<file path="src/sel_latch_pkg.sv">
package sel_latch_pkg;

  // APB geometry
  localparam int          ADDR_W        = 8;
  localparam int          DATA_W        = 32;

  // Register byte offsets
  localparam logic [7:0]  REG_CTRL      = 8'h00;
  localparam logic [7:0]  REG_PORT_ADDR = 8'h04;
  localparam logic [7:0]  REG_BIT_SEL   = 8'h08;
  localparam logic [7:0]  REG_EXT_MATCH = 8'h0c;
  localparam logic [7:0]  REG_STATUS    = 8'h10;

  // Control fields
  localparam int          CTRL_WAIT_EN  = 0;
  localparam int          CTRL_EXT_MODE = 1;
  // Status fields
  localparam int          STAT_SEL      = 0;
  localparam int          STAT_WAIT     = 1;
  localparam int          STAT_BAD_SEL  = 2;

  // Reset values
  localparam logic [1:0]  CTRL_RST      = 2'h0;
  localparam logic [7:0]  PORT_ADDR_RST = 8'h40;
  localparam logic [7:0]  BIT_SEL_RST   = 8'h01;
  localparam logic [7:0]  EXT_MATCH_RST = 8'h00;
  localparam logic [7:0]  ONE8          = 8'h01;

  // Bus pins entering the block, sampled asynchronously
  typedef struct packed {
    logic       sout;       // Output status
    logic       pwr_n;      // Write strobe
    logic       reset_n;    // Bus reset
    logic       pdbin;      // Read strobe
    logic       mrq;        // Memory request
    logic       sxtrq_n;    // Sixteen-bit request
    logic       phantom_n;  // Phantom
    logic       sinta;      // Interrupt acknowledge
    logic       refresh;    // On-board refresh window
    logic [7:0] a_lo;       // Address 7..0
    logic [7:0] a_ext;      // Address 23..16
    logic [7:0] dout;       // Data out lines
  } pins_in_t;

  // Idle level of the pins, used as synchroniser reset value
  localparam pins_in_t PINS_IDLE = '{sout: 1'b0, pwr_n: 1'b1, reset_n: 1'b1,
    pdbin: 1'b0, mrq: 1'b0, sxtrq_n: 1'b1, phantom_n: 1'b1, sinta: 1'b0,
    refresh: 1'b0, a_lo: 8'h00, a_ext: 8'h00, dout: 8'h00};

  // Block outputs, all registered
  typedef struct packed {
    logic bank_decode_en;    // Bank decode enable
    logic select_indicator;  // Indicator lit
    logic read_en;           // Memory read enable
    logic write_en;          // Memory write enable
    logic prdy_o;            // Ready pin level
    logic prdy_oe_n;         // Ready pin driven when low
    logic sxtn_n_o;          // Extended ack level
    logic sxtn_oe_n;         // Extended ack driven when low
  } pins_out_t;

  localparam pins_out_t PINS_OUT_RST = '{bank_decode_en: 1'b0,
    select_indicator: 1'b0, read_en: 1'b0, write_en: 1'b0, prdy_o: 1'b0,
    prdy_oe_n: 1'b1, sxtn_n_o: 1'b0, sxtn_oe_n: 1'b1};

  // Switch-style address compare: a set bit matches one, clear matches zero
  function automatic logic addr_match(input logic [7:0] a, input logic [7:0] cfg);
    addr_match = (a == cfg);
  endfunction

endpackage

</file>
<file path="src/bus_sync.sv">
`timescale 1ns/1ps
`default_nettype none
// Two-flop synchroniser for a group of pins
module bus_sync #(
  parameter int           W  = 1,
  parameter logic [W-1:0] RV = '0
) (
  input  wire logic         clk,    // System clock
  input  wire logic         rst_n,  // Async reset, active low
  input  wire logic [W-1:0] d,      // Asynchronous pins
  output logic      [W-1:0] q       // Synchronised pins
);

  logic [W-1:0] meta_r;

  // First stage feeds only the second
  always_ff @(posedge clk or negedge rst_n)
  begin
    if (!rst_n)
    begin
      meta_r <= RV;
      q      <= RV;
    end
    else
    begin
      meta_r <= d;
      q      <= meta_r;
    end
  end

endmodule // bus_sync
`default_nettype wire

</file>
<file path="src/port_write_decode.sv">
`timescale 1ns/1ps
`default_nettype none
// Port write decode: one pulse per write to the configured port
module port_write_decode (
  input  wire logic       clk,       // System clock
  input  wire logic       rst_n,     // Async reset, active low
  input  wire logic       sout,      // Output status, synced
  input  wire logic       pwr_n,     // Write strobe, synced
  input  wire logic [7:0] addr,      // Address 7..0, synced
  input  wire logic [7:0] port_addr, // Configured port address
  input  wire logic [7:0] data,      // Data byte, synced
  input  wire logic [7:0] bit_sel,   // One-hot data bit choice
  output logic            wr_pulse,  // One cycle per port write
  output logic            wr_value   // Value to load into the flag
);

  logic       buffered_write_strobe;
  logic       port_write_cycle;
  logic       hit;
  logic       hit_prev_r;
  logic [7:0] picked;

  // Cycle qualification and address compare
  assign buffered_write_strobe = ~pwr_n;
  assign port_write_cycle      = sout & buffered_write_strobe;
  assign hit = port_write_cycle & sel_latch_pkg::addr_match(addr, port_addr);

  // Gate each data bit with its chosen position
  genvar gi;
  generate
    for (gi = 0; gi < 8; gi++)
    begin : g_pick
      assign picked[gi] = data[gi] & bit_sel[gi];
    end
  endgenerate

  // Rising edge of the hit gives exactly one pulse per write
  always_ff @(posedge clk or negedge rst_n)
  begin
    if (!rst_n)
    begin
      hit_prev_r <= 1'b0;
      wr_pulse   <= 1'b0;
      wr_value   <= 1'b0;
    end
    else
    begin
      hit_prev_r <= hit;
      wr_pulse   <= hit & ~hit_prev_r;
      wr_value   <= |picked;
    end
  end

endmodule // port_write_decode
`default_nettype wire

</file>
<file path="src/io_port_board_select_latch.sv">
`timescale 1ns/1ps
`default_nettype none
// What this block does
// - Port write needs output status and strobe
// - Compare low address byte to port
// - Set bit matches one, clear matches zero
// - Outside bus reset and extended mode, clock the flag only on port writes
// - On that pulse, flag takes decoded value
// - Chosen data bit high selects board
// - Zero or unchosen ones deselect board
// - Bus reset with bit0 high selects
// - Bus reset with bit0 low deselects
// - Bit0 ignored while bus reset idle
// - Selected lights indicator, enables bank decode
// - Read and write enables need selection
// - Ready pull-down needs selection
// - Wait option holds ready low during refresh
// - Only ready and extended ack driven
// - Extended address may select instead
module io_port_board_select_latch (
  input  wire logic                            pclk,     // 50 MHz clock
  input  wire logic                            presetn,  // Async reset, low
  input  wire logic                            psel,     // APB select
  input  wire logic                            penable,  // APB enable
  input  wire logic                            pwrite,   // APB write
  input  wire logic [sel_latch_pkg::ADDR_W-1:0] paddr,   // APB byte address
  input  wire logic [sel_latch_pkg::DATA_W-1:0] pwdata,  // APB write data
  output logic      [sel_latch_pkg::DATA_W-1:0] prdata,  // APB read data
  output logic                                 pready,   // APB ready
  output logic                                 pslverr,  // APB error
  input  wire sel_latch_pkg::pins_in_t         pins_i,   // Bus pins in
  output sel_latch_pkg::pins_out_t             pins_o    // Bus pins out
);

  // Synchronised pins
  sel_latch_pkg::pins_in_t pin_s;

  // Configuration
  logic [1:0] ctrl_r;
  logic [7:0] port_addr_r;
  logic [7:0] bit_sel_r;
  logic [7:0] ext_match_r;

  // Select state
  logic board_selected_flag;
  logic sel_nxt;
  logic wr_pulse;
  logic wr_value;
  logic buffered_bus_reset;
  logic wait_en;
  logic ext_mode;
  logic wait_active;
  logic bit_sel_bad;

  // APB
  logic                              acc;
  logic                              fire;
  logic                              mapped;
  logic [sel_latch_pkg::DATA_W-1:0]  rd_nxt;
  logic                              pready_r;
  sel_latch_pkg::pins_out_t          out_nxt;

  // Every pin crosses two flops before use
  bus_sync #(
    .W  ($bits(sel_latch_pkg::pins_in_t)),
    .RV (sel_latch_pkg::PINS_IDLE)
  ) u_sync (
    .clk   (pclk),
    .rst_n (presetn),
    .d     (pins_i),
    .q     (pin_s)
  );

  // Port write decode and data bit pick
  port_write_decode u_dec (
    .clk       (pclk),
    .rst_n     (presetn),
    .sout      (pin_s.sout),
    .pwr_n     (pin_s.pwr_n),
    .addr      (pin_s.a_lo),
    .port_addr (port_addr_r),
    .data      (pin_s.dout),
    .bit_sel   (bit_sel_r),
    .wr_pulse  (wr_pulse),
    .wr_value  (wr_value)
  );

  // Control decode
  assign buffered_bus_reset = ~pin_s.reset_n;
  assign wait_en  = ctrl_r[sel_latch_pkg::CTRL_WAIT_EN];
  assign ext_mode = ctrl_r[sel_latch_pkg::CTRL_EXT_MODE];
  assign bit_sel_bad = (bit_sel_r == 8'h00) ||
                       ((bit_sel_r & (bit_sel_r - sel_latch_pkg::ONE8)) != 8'h00);
  assign wait_active = board_selected_flag & wait_en & pin_s.refresh;

  // Next select state: bus reset first, then the chosen selection method
  always_comb
  begin
    sel_nxt = board_selected_flag;
    if (buffered_bus_reset)
    begin
      sel_nxt = pin_s.dout[0];
    end
    else if (ext_mode)
    begin
      sel_nxt = sel_latch_pkg::addr_match(pin_s.a_ext, ext_match_r);
    end
    else if (wr_pulse)
    begin
      sel_nxt = wr_value;
    end
  end

  // Select flag
  always_ff @(posedge pclk or negedge presetn)
  begin
    if (!presetn)
    begin
      board_selected_flag <= 1'b0;
    end
    else
    begin
      board_selected_flag <= sel_nxt;
    end
  end

  // Bus-side outputs, all qualified by the select flag
  always_comb
  begin
    out_nxt                  = sel_latch_pkg::PINS_OUT_RST;
    out_nxt.bank_decode_en   = board_selected_flag;
    out_nxt.select_indicator = board_selected_flag;
    out_nxt.read_en   = board_selected_flag & pin_s.pdbin &
                        pin_s.phantom_n & ~pin_s.sinta;
    out_nxt.write_en  = board_selected_flag & ~pin_s.pwr_n & pin_s.mrq;
    out_nxt.prdy_oe_n = ~wait_active;
    out_nxt.sxtn_oe_n = ~(board_selected_flag & ~pin_s.sxtrq_n & pin_s.mrq);
  end

  // Output register
  always_ff @(posedge pclk or negedge presetn)
  begin
    if (!presetn)
    begin
      pins_o <= sel_latch_pkg::PINS_OUT_RST;
    end
    else
    begin
      pins_o <= out_nxt;
    end
  end

  // APB handshake: one wait state, transfer done at the pready edge
  assign acc    = psel & penable;
  assign fire   = acc & pready_r;
  assign pready = pready_r;
  assign mapped = (paddr == sel_latch_pkg::REG_CTRL) ||
                  (paddr == sel_latch_pkg::REG_PORT_ADDR) ||
                  (paddr == sel_latch_pkg::REG_BIT_SEL) ||
                  (paddr == sel_latch_pkg::REG_EXT_MATCH) ||
                  (paddr == sel_latch_pkg::REG_STATUS);

  // Read mux; unmapped reads return zero
  always_comb
  begin
    rd_nxt = '0;
    case (paddr)
      sel_latch_pkg::REG_CTRL:      rd_nxt[1:0] = ctrl_r;
      sel_latch_pkg::REG_PORT_ADDR: rd_nxt[7:0] = port_addr_r;
      sel_latch_pkg::REG_BIT_SEL:   rd_nxt[7:0] = bit_sel_r;
      sel_latch_pkg::REG_EXT_MATCH: rd_nxt[7:0] = ext_match_r;
      sel_latch_pkg::REG_STATUS:
      begin
        rd_nxt[sel_latch_pkg::STAT_SEL]     = board_selected_flag;
        rd_nxt[sel_latch_pkg::STAT_WAIT]    = wait_active;
        rd_nxt[sel_latch_pkg::STAT_BAD_SEL] = bit_sel_bad;
      end
      default:                      rd_nxt = '0;
    endcase
  end

  // Ready: high for the second access cycle only
  always_ff @(posedge pclk or negedge presetn)
  begin
    if (!presetn)
    begin
      pready_r <= 1'b0;
    end
    else
    begin
      pready_r <= acc & ~pready_r;
    end
  end

  // Read data: captured in the wait cycle, stands until the next transfer
  always_ff @(posedge pclk or negedge presetn)
  begin
    if (!presetn)
    begin
      prdata <= '0;
    end
    else if (acc & ~pready_r)
    begin
      prdata <= pwrite ? '0 : rd_nxt;
    end
  end

  // Error: raised together with ready for an unmapped address
  always_ff @(posedge pclk or negedge presetn)
  begin
    if (!presetn)
    begin
      pslverr <= 1'b0;
    end
    else
    begin
      pslverr <= acc & ~pready_r & ~mapped;
    end
  end

  // Write strobe for one register offset; status has no write path
  function automatic logic reg_wr(input logic       wr_ok,
                                  input logic [7:0] a,
                                  input logic [7:0] off);
    reg_wr = wr_ok & (a == off);
  endfunction

  // Control: wait option and extended selection mode
  always_ff @(posedge pclk or negedge presetn)
  begin
    if (!presetn)
    begin
      ctrl_r <= sel_latch_pkg::CTRL_RST;
    end
    else if (reg_wr(fire & pwrite, paddr, sel_latch_pkg::REG_CTRL))
    begin
      ctrl_r <= pwdata[1:0];
    end
  end

  // Port address compare pattern
  always_ff @(posedge pclk or negedge presetn)
  begin
    if (!presetn)
    begin
      port_addr_r <= sel_latch_pkg::PORT_ADDR_RST;
    end
    else if (reg_wr(fire & pwrite, paddr, sel_latch_pkg::REG_PORT_ADDR))
    begin
      port_addr_r <= pwdata[7:0];
    end
  end

  // Data bit choice; several bits are ORed and flagged in status
  always_ff @(posedge pclk or negedge presetn)
  begin
    if (!presetn)
    begin
      bit_sel_r <= sel_latch_pkg::BIT_SEL_RST;
    end
    else if (reg_wr(fire & pwrite, paddr, sel_latch_pkg::REG_BIT_SEL))
    begin
      bit_sel_r <= pwdata[7:0];
    end
  end

  // Extended address compare value
  always_ff @(posedge pclk or negedge presetn)
  begin
    if (!presetn)
    begin
      ext_match_r <= sel_latch_pkg::EXT_MATCH_RST;
    end
    else if (reg_wr(fire & pwrite, paddr, sel_latch_pkg::REG_EXT_MATCH))
    begin
      ext_match_r <= pwdata[7:0];
    end
  end
endmodule // io_port_board_select_latch
`default_nettype wire

</file>
<file path="config.mk">
export PLATFORM = sky130hd
export DESIGN_NAME = io_port_board_select_latch
export DESIGN_NICKNAME = d
export VERILOG_FILES = /design/src/sel_latch_pkg.sv /design/src/bus_sync.sv /design/src/port_write_decode.sv /design/src/io_port_board_select_latch.sv
export SDC_FILE = /design/constraint.sdc
export NUM_CORES = 1
export LEC_CHECK = 0
export ABC_AREA = 1
export BUFFER_PORTS_ARGS = -buffer_cell sky130_fd_sc_hd__buf_2
export CAP_MARGIN = 5
export CORE_MARGIN = 2
export CORE_UTILIZATION = 50
export CTS_CLUSTER_DIAMETER = 80
export DETAILED_ROUTE_END_ITERATION = 12
export GPL_ROUTABILITY_DRIVEN = 0
export PLACE_DENSITY = 0.75
export SYNTH_ARGS = -nofsm -noshare
export SYNTH_HDL_FRONTEND = slang
export SYNTH_SLANG_ARGS = --single-unit
export TNS_END_PERCENT = 50
</file>
<file path="constraint.sdc">
create_clock -name pclk -period 3.7 [get_ports pclk]
set_clock_uncertainty 0.2 [all_clocks]
set_input_delay 0.555 -clock pclk [delete_from_list [all_inputs] [get_ports pclk]]
set_output_delay 0.555 -clock pclk [all_outputs]
set_load 0.005 [all_outputs]
</file>
# ---- Word level (Yosys, flattened, before mapping)
# Cells that the tools add are included.
dict set report totals {
  input_bits 78
  out_inout_bits 42
  ff_bits 135
}
dict set report classes {
  n_eq_ne 7
  n_mux 7
  bitwise 38
  n_addsub 1
  reduce_logical 9
}
# cell count
set ops {}
lappend ops {{$and A1 B1 Y1} 29}
lappend ops {{$eq A8 B4 Y1 const B} 2}
lappend ops {{$eq A8 B8 Y1} 2}
lappend ops {{$logic_not A8 Y1} 2}
lappend ops {{$pmux W5 S3} 1}
lappend ops {{$pmux W2 S5} 1}
lappend ops {{$and A8 B8 Y8} 1}
lappend ops {{$eq A8 B3 Y1 const B} 1}
lappend ops {{$eq A8 B5 Y1 const B} 1}
lappend ops {{$mux W8} 1}
lappend ops {{$not A1 Y1} 8}
lappend ops {{$reduce_bool A8 Y1} 1}
lappend ops {{$reduce_or A8 Y1} 1}
lappend ops {{$sub A8 B1 Y8 const B} 1}
lappend ops {{$logic_or A1 B1 Y1} 5}
lappend ops {{$pmux W1 S4} 1}
lappend ops {{$mux W1} 3}
lappend ops {{$ne A3 B2 Y1 const B} 1}

# ---- Depth between registers and ports, before layout
dict set report logic_depth {
  word_depth 7
  mapped_depth 10
}

# ---- Modules after synthesis
# From an unflattened synthesis, not the netlist that was laid out.
dict set report unflattened {
  cells_unflattened 426
  area_unflattened_um2 4391.7
}
# mod cells_each instances area_each_um2
set modules_own_cells {}
lappend modules_own_cells {io_port_board_select_latch 309 1 2446.1}
lappend modules_own_cells {bus_sync 66 1 1661.6}
lappend modules_own_cells {port_write_decode 51 1 284.0}

# ---- Worst setup path before layout
# Ideal clock, no wire load.
dict set report synth_timing {
  path_type {input-to-reg}
  start {in paddr[7] (netlist name)}
  end {reg ext_match_r[5]}
  t_arrival_ps 1423
  n_path_buf 1
  slack_ps 1958
  path_stages 9
  t_required_ps 3381
  setup_time_ps 119
  cell_sequence {nor2_2 nand3_2 nor2_4 inv_2 nor2_8 nand2_4 buf_6 nand2_2 o21ai_2}
}
dict set report synth_via {
  elab_chain_len 2
}
# item line
set synth_rtl {}
lappend synth_rtl {{start, declared} io_port_board_select_latch.sv:26} ;# input wire logic [sel_latch_pkg::ADDR_W-1:0] paddr,
lappend synth_rtl {{$eq A8 B4 Y1} io_port_board_select_latch.sv:225} ;# reg_wr = wr_ok & (a == off);
lappend synth_rtl {{$and A1 B1 Y1} io_port_board_select_latch.sv:225}
lappend synth_rtl {{end signal, assigned} io_port_board_select_latch.sv:272} ;# ext_match_r <= sel_latch_pkg::EXT_MATCH_RST;
lappend synth_rtl {{end signal, assigned} io_port_board_select_latch.sv:276} ;# ext_match_r <= pwdata[7:0];
lappend synth_rtl {{end, declared} io_port_board_select_latch.sv:42} ;# logic [7:0] ext_match_r;
# No other way between the ends.
# A chain may end at the register's enable or synchronous reset.

# ---- Worst setup path in the final report
dict set report layout_timing {
  start {reg pins_o[0] (netlist name)}
  end {out pins_o[0] (netlist name)}
}
# item line
set layout_lines {}
lappend layout_lines {{start, declared} io_port_board_select_latch.sv:32} ;# output sel_latch_pkg::pins_out_t pins_o
lappend layout_lines {{start signal, assigned} io_port_board_select_latch.sv:145} ;# pins_o <= sel_latch_pkg::PINS_OUT_RST;
lappend layout_lines {{start signal, assigned} io_port_board_select_latch.sv:149} ;# pins_o <= out_nxt;
# No word-level cell between the ends.

==> results.toml <==
[worst_setup_path]
critical-path-top-delay-family = "flip-flops"
start_kind = "flop"
worstPathCellList = "buf_2"
r2r.worst_path.cells = 4
rrSetupSlack_ps = 2110
end_kind = "primary output"
critPathBufInv = 1
criticalPathCategory = "flop to primary output"
r2r_start = "pready$_DFF_PN0_"
path_max_fanout = 1
rr_endpoint = "bit_sel_r[0]$_DFFE_PN1P_"
critPathMaxStageDelay_ps = 530
critical_path_arrival_ps = 1000
worstPathRequired_ps = 2940
cp_slowest_cell = "dfstp_2"

[cells_and_area]
n_antenna_cell = 0
drive_above_1_share = 0.279
instances_no_fill = 596
fillCellCount = 707
fin_nets = 564
finalCoreUtilization = 0.588
syn_to_final_growth_pct = 12.6

[clock_tree]
cts_root_buf = "clkbuf_8"
clk_pin_slew_ps = 110
numCtsBuffers = 9
post_cts_buffers = 0
clk_latency_ps = 360
cts-resized-gates = 0
cts_htree_levels = 3
postCtsHoldBufs = 0
cts_tree = "done"
clk_path_buf_depth = 2
numClockSinks = 111

[synthesis]
synth_fa_ha_area_frac = 0
yosysWarnings = 0
yosysMostFrequentCell = "nand2_1"
synth_largest_area_cell = "dfrtp_1"
synth_xor_area_frac = 0.0141
synthCells = 409
async_flop_share = 1.00
synth-seq-cells = 111
yosys_most_used_dff = "dfrtp_1"
synthTopCellsByCount = "nand2_1 (104), dfrtp_1 (99), inv_1 (35)"
yosys.area_share.simple = 0.189
ys_seq_area_frac = 0.645
syn_area_sq_um = 4330
synth_top_family_by_area = "simple AND/OR/NAND/NOR gates"
synth-compound-area-share = 0.0632
synth.distinct_cells = 35
synthMuxAreaShare = 0
synth_top_area_frac = 0.572
synth.area.top_cells = "dfrtp_1 (57%), nand2_1 (9.0%), dfstp_2 (7.3%), buf_4 (4.7%), inv_1 (3.0%)"
syn_avg_cell_area_sq_um = 10.6
synth_edf_count = 0

[timing]
finalHoldViolCount = 0
layout_setup_ws_ps = 1950
rsz0062_at_grt = "no"
fin_crit_ps = 1750
setup_viol = 0
timing.fmax_mhz = 571
finalCritPeriodShare = 0.473
setup-tns-final_ps = 0
tightest_slew_ps = 648
drv_slew = 0
relSlewSlack = 0.568

[power]
power_frac_comb = 0.051
clkPwrFrac = 0.324
swShare = 0.240
power_frac_seq = 0.624
vdd_drop_max_uv = 272
p_int_mw = 1.55
power_density_nw_per_um2 = 419
switchingPower_uw = 489
power.leakage_nw = 2.53

[route]
vias = 2777
ant_nets = 0
first_iter_violations = 175
wirelength_um = 7390
viasPerCell = 4.66
wl_per_cell_um = 12.4
remaining_drc_errors = 0
dr.pass1.iters = 7

[die]
coreArea_sq_um = 8300
die_y_um = 97.1
initial_utilization = 0.522
fp.dieW_um = 97.1
io_pins = 120
rows = 33
dieArea_sq_um = 9430

[global_routing]
grt_max_degree = 53
overflow = 0
grt_pass1_vias = 2805
globalRouteTotalUtil = 0.177
antenna_found_initial = 0
grt_pass1_wl_um = 13200

[placed_design]
place_inst = 580
place_ws_ps = 1720
post-dp-hpwl_um = 5600
portBuffers = 69

[run]
maxCapViolCount = 0

[outcome]
outcome = "complete, no violations"

[hold_path]
hold_class = "primary input to asynchronous set/reset pin"
==> cell families after synthesis <==
kind of cell           after synthesis
XOR/XNOR                             7
AND/OR/NAND/NOR                    180
other                                1
buffers and inverters               70
AO/OA/AOI/OAI                       40
flip-flops                         111
==> worst max path at each step <==
stage	depth (start not counted)	slack, ps	to	start
global route	1	1890	pins_o[0]	pins_o[0]$_DFF_PN1_
global placement	7	1750	bit_sel_r[6]$_DFFE_PN0P_	paddr[7]
floorplan	9	1960	ext_match_r[5]$_DFFE_PN0P_	paddr[7]
detailed placement	7	1720	bit_sel_r[7]$_DFFE_PN0P_	paddr[7]
finish	1	1950	pins_o[0]	pins_o[0]$_DFF_PN1_
CTS	1	1920	pins_o[0]	pins_o[0]$_DFF_PN1_
==> power by group through the flow <==
stage                     logic [mW]  clock network, mW  registers, mW
after floorplan               0.0622                  0           1.29
after global placement         0.104                  0           1.30
after detailed placement       0.107                  0           1.30
after CTS                      0.107              0.686           1.28
after global routing           0.122              0.757           1.28
final                          0.104              0.663           1.27
==> registers in the layout, summed over array words and instances (netlist names) <==
signal	cells
u_dec.hit_prev_r	1
u_sync.q	33
port_addr_r	8
u_dec.wr_pulse	1
u_dec.wr_value	1
prdata	8
u_sync.meta_r	33
ctrl_r	2
pins_o	5
pslverr	1
pready	1
board_selected_flag	1
ext_match_r	8
bit_sel_r	8
==> metal layers <==
layer  track usage  share of wire  vias up
met5             0              0        -
met4        0.0813          0.015        0
met3        0.0324          0.050       10
met2         0.281           0.49       84
met1         0.239           0.44     1299
li1              -              -     1384
==> placed cells by master (no fill, tap or decap), types with 5 or more instances in the layout <==
cell,Yosys,layout
or2_2,5,5
buf_2,1,68
clkbuf_8,0,9
xnor2_1,5,5
conb_1,1,26
nand2_1,104,104
nand3_1,26,26
nor2_1,26,26
o21ai_2,12,12
o21ai_0,5,5
o21ai_1,12,12
inv_1,35,35
dfstp_2,12,12
dfrtp_1,99,99
==> final cells by class <==
cell class	instances	area [sq um]	share of cell area
sequential	111	2790	0.573
multi-input combinational	253	1250	0.257
timing repair buffer	71	363	0.0744
inverter	40	151	0.0310
tap	105	131	0.0269
clock buffer	9	124	0.0254
clock inverter	7	62.6	0.0128
==> per-stage QoR <==
| stage | power (mW) | hold WS (ps) | cell area [sq um] |
|---|---|---|---|
| 6_report | 2.04 | 8.87 | 4880 |
| 5_1_grt | 2.16 | 37.9 | 4880 |
| 4_1_cts | 2.07 | 16.2 | 4880 |
| 3_5_place_dp | 1.41 | 135 | 4690 |
| 3_3_place_gp | 1.40 | 131 | 4690 |
| 2_1_floorplan | 1.36 | 59.4 | 4430 |
No activity file was read; power rests on OpenSTA's default activity.
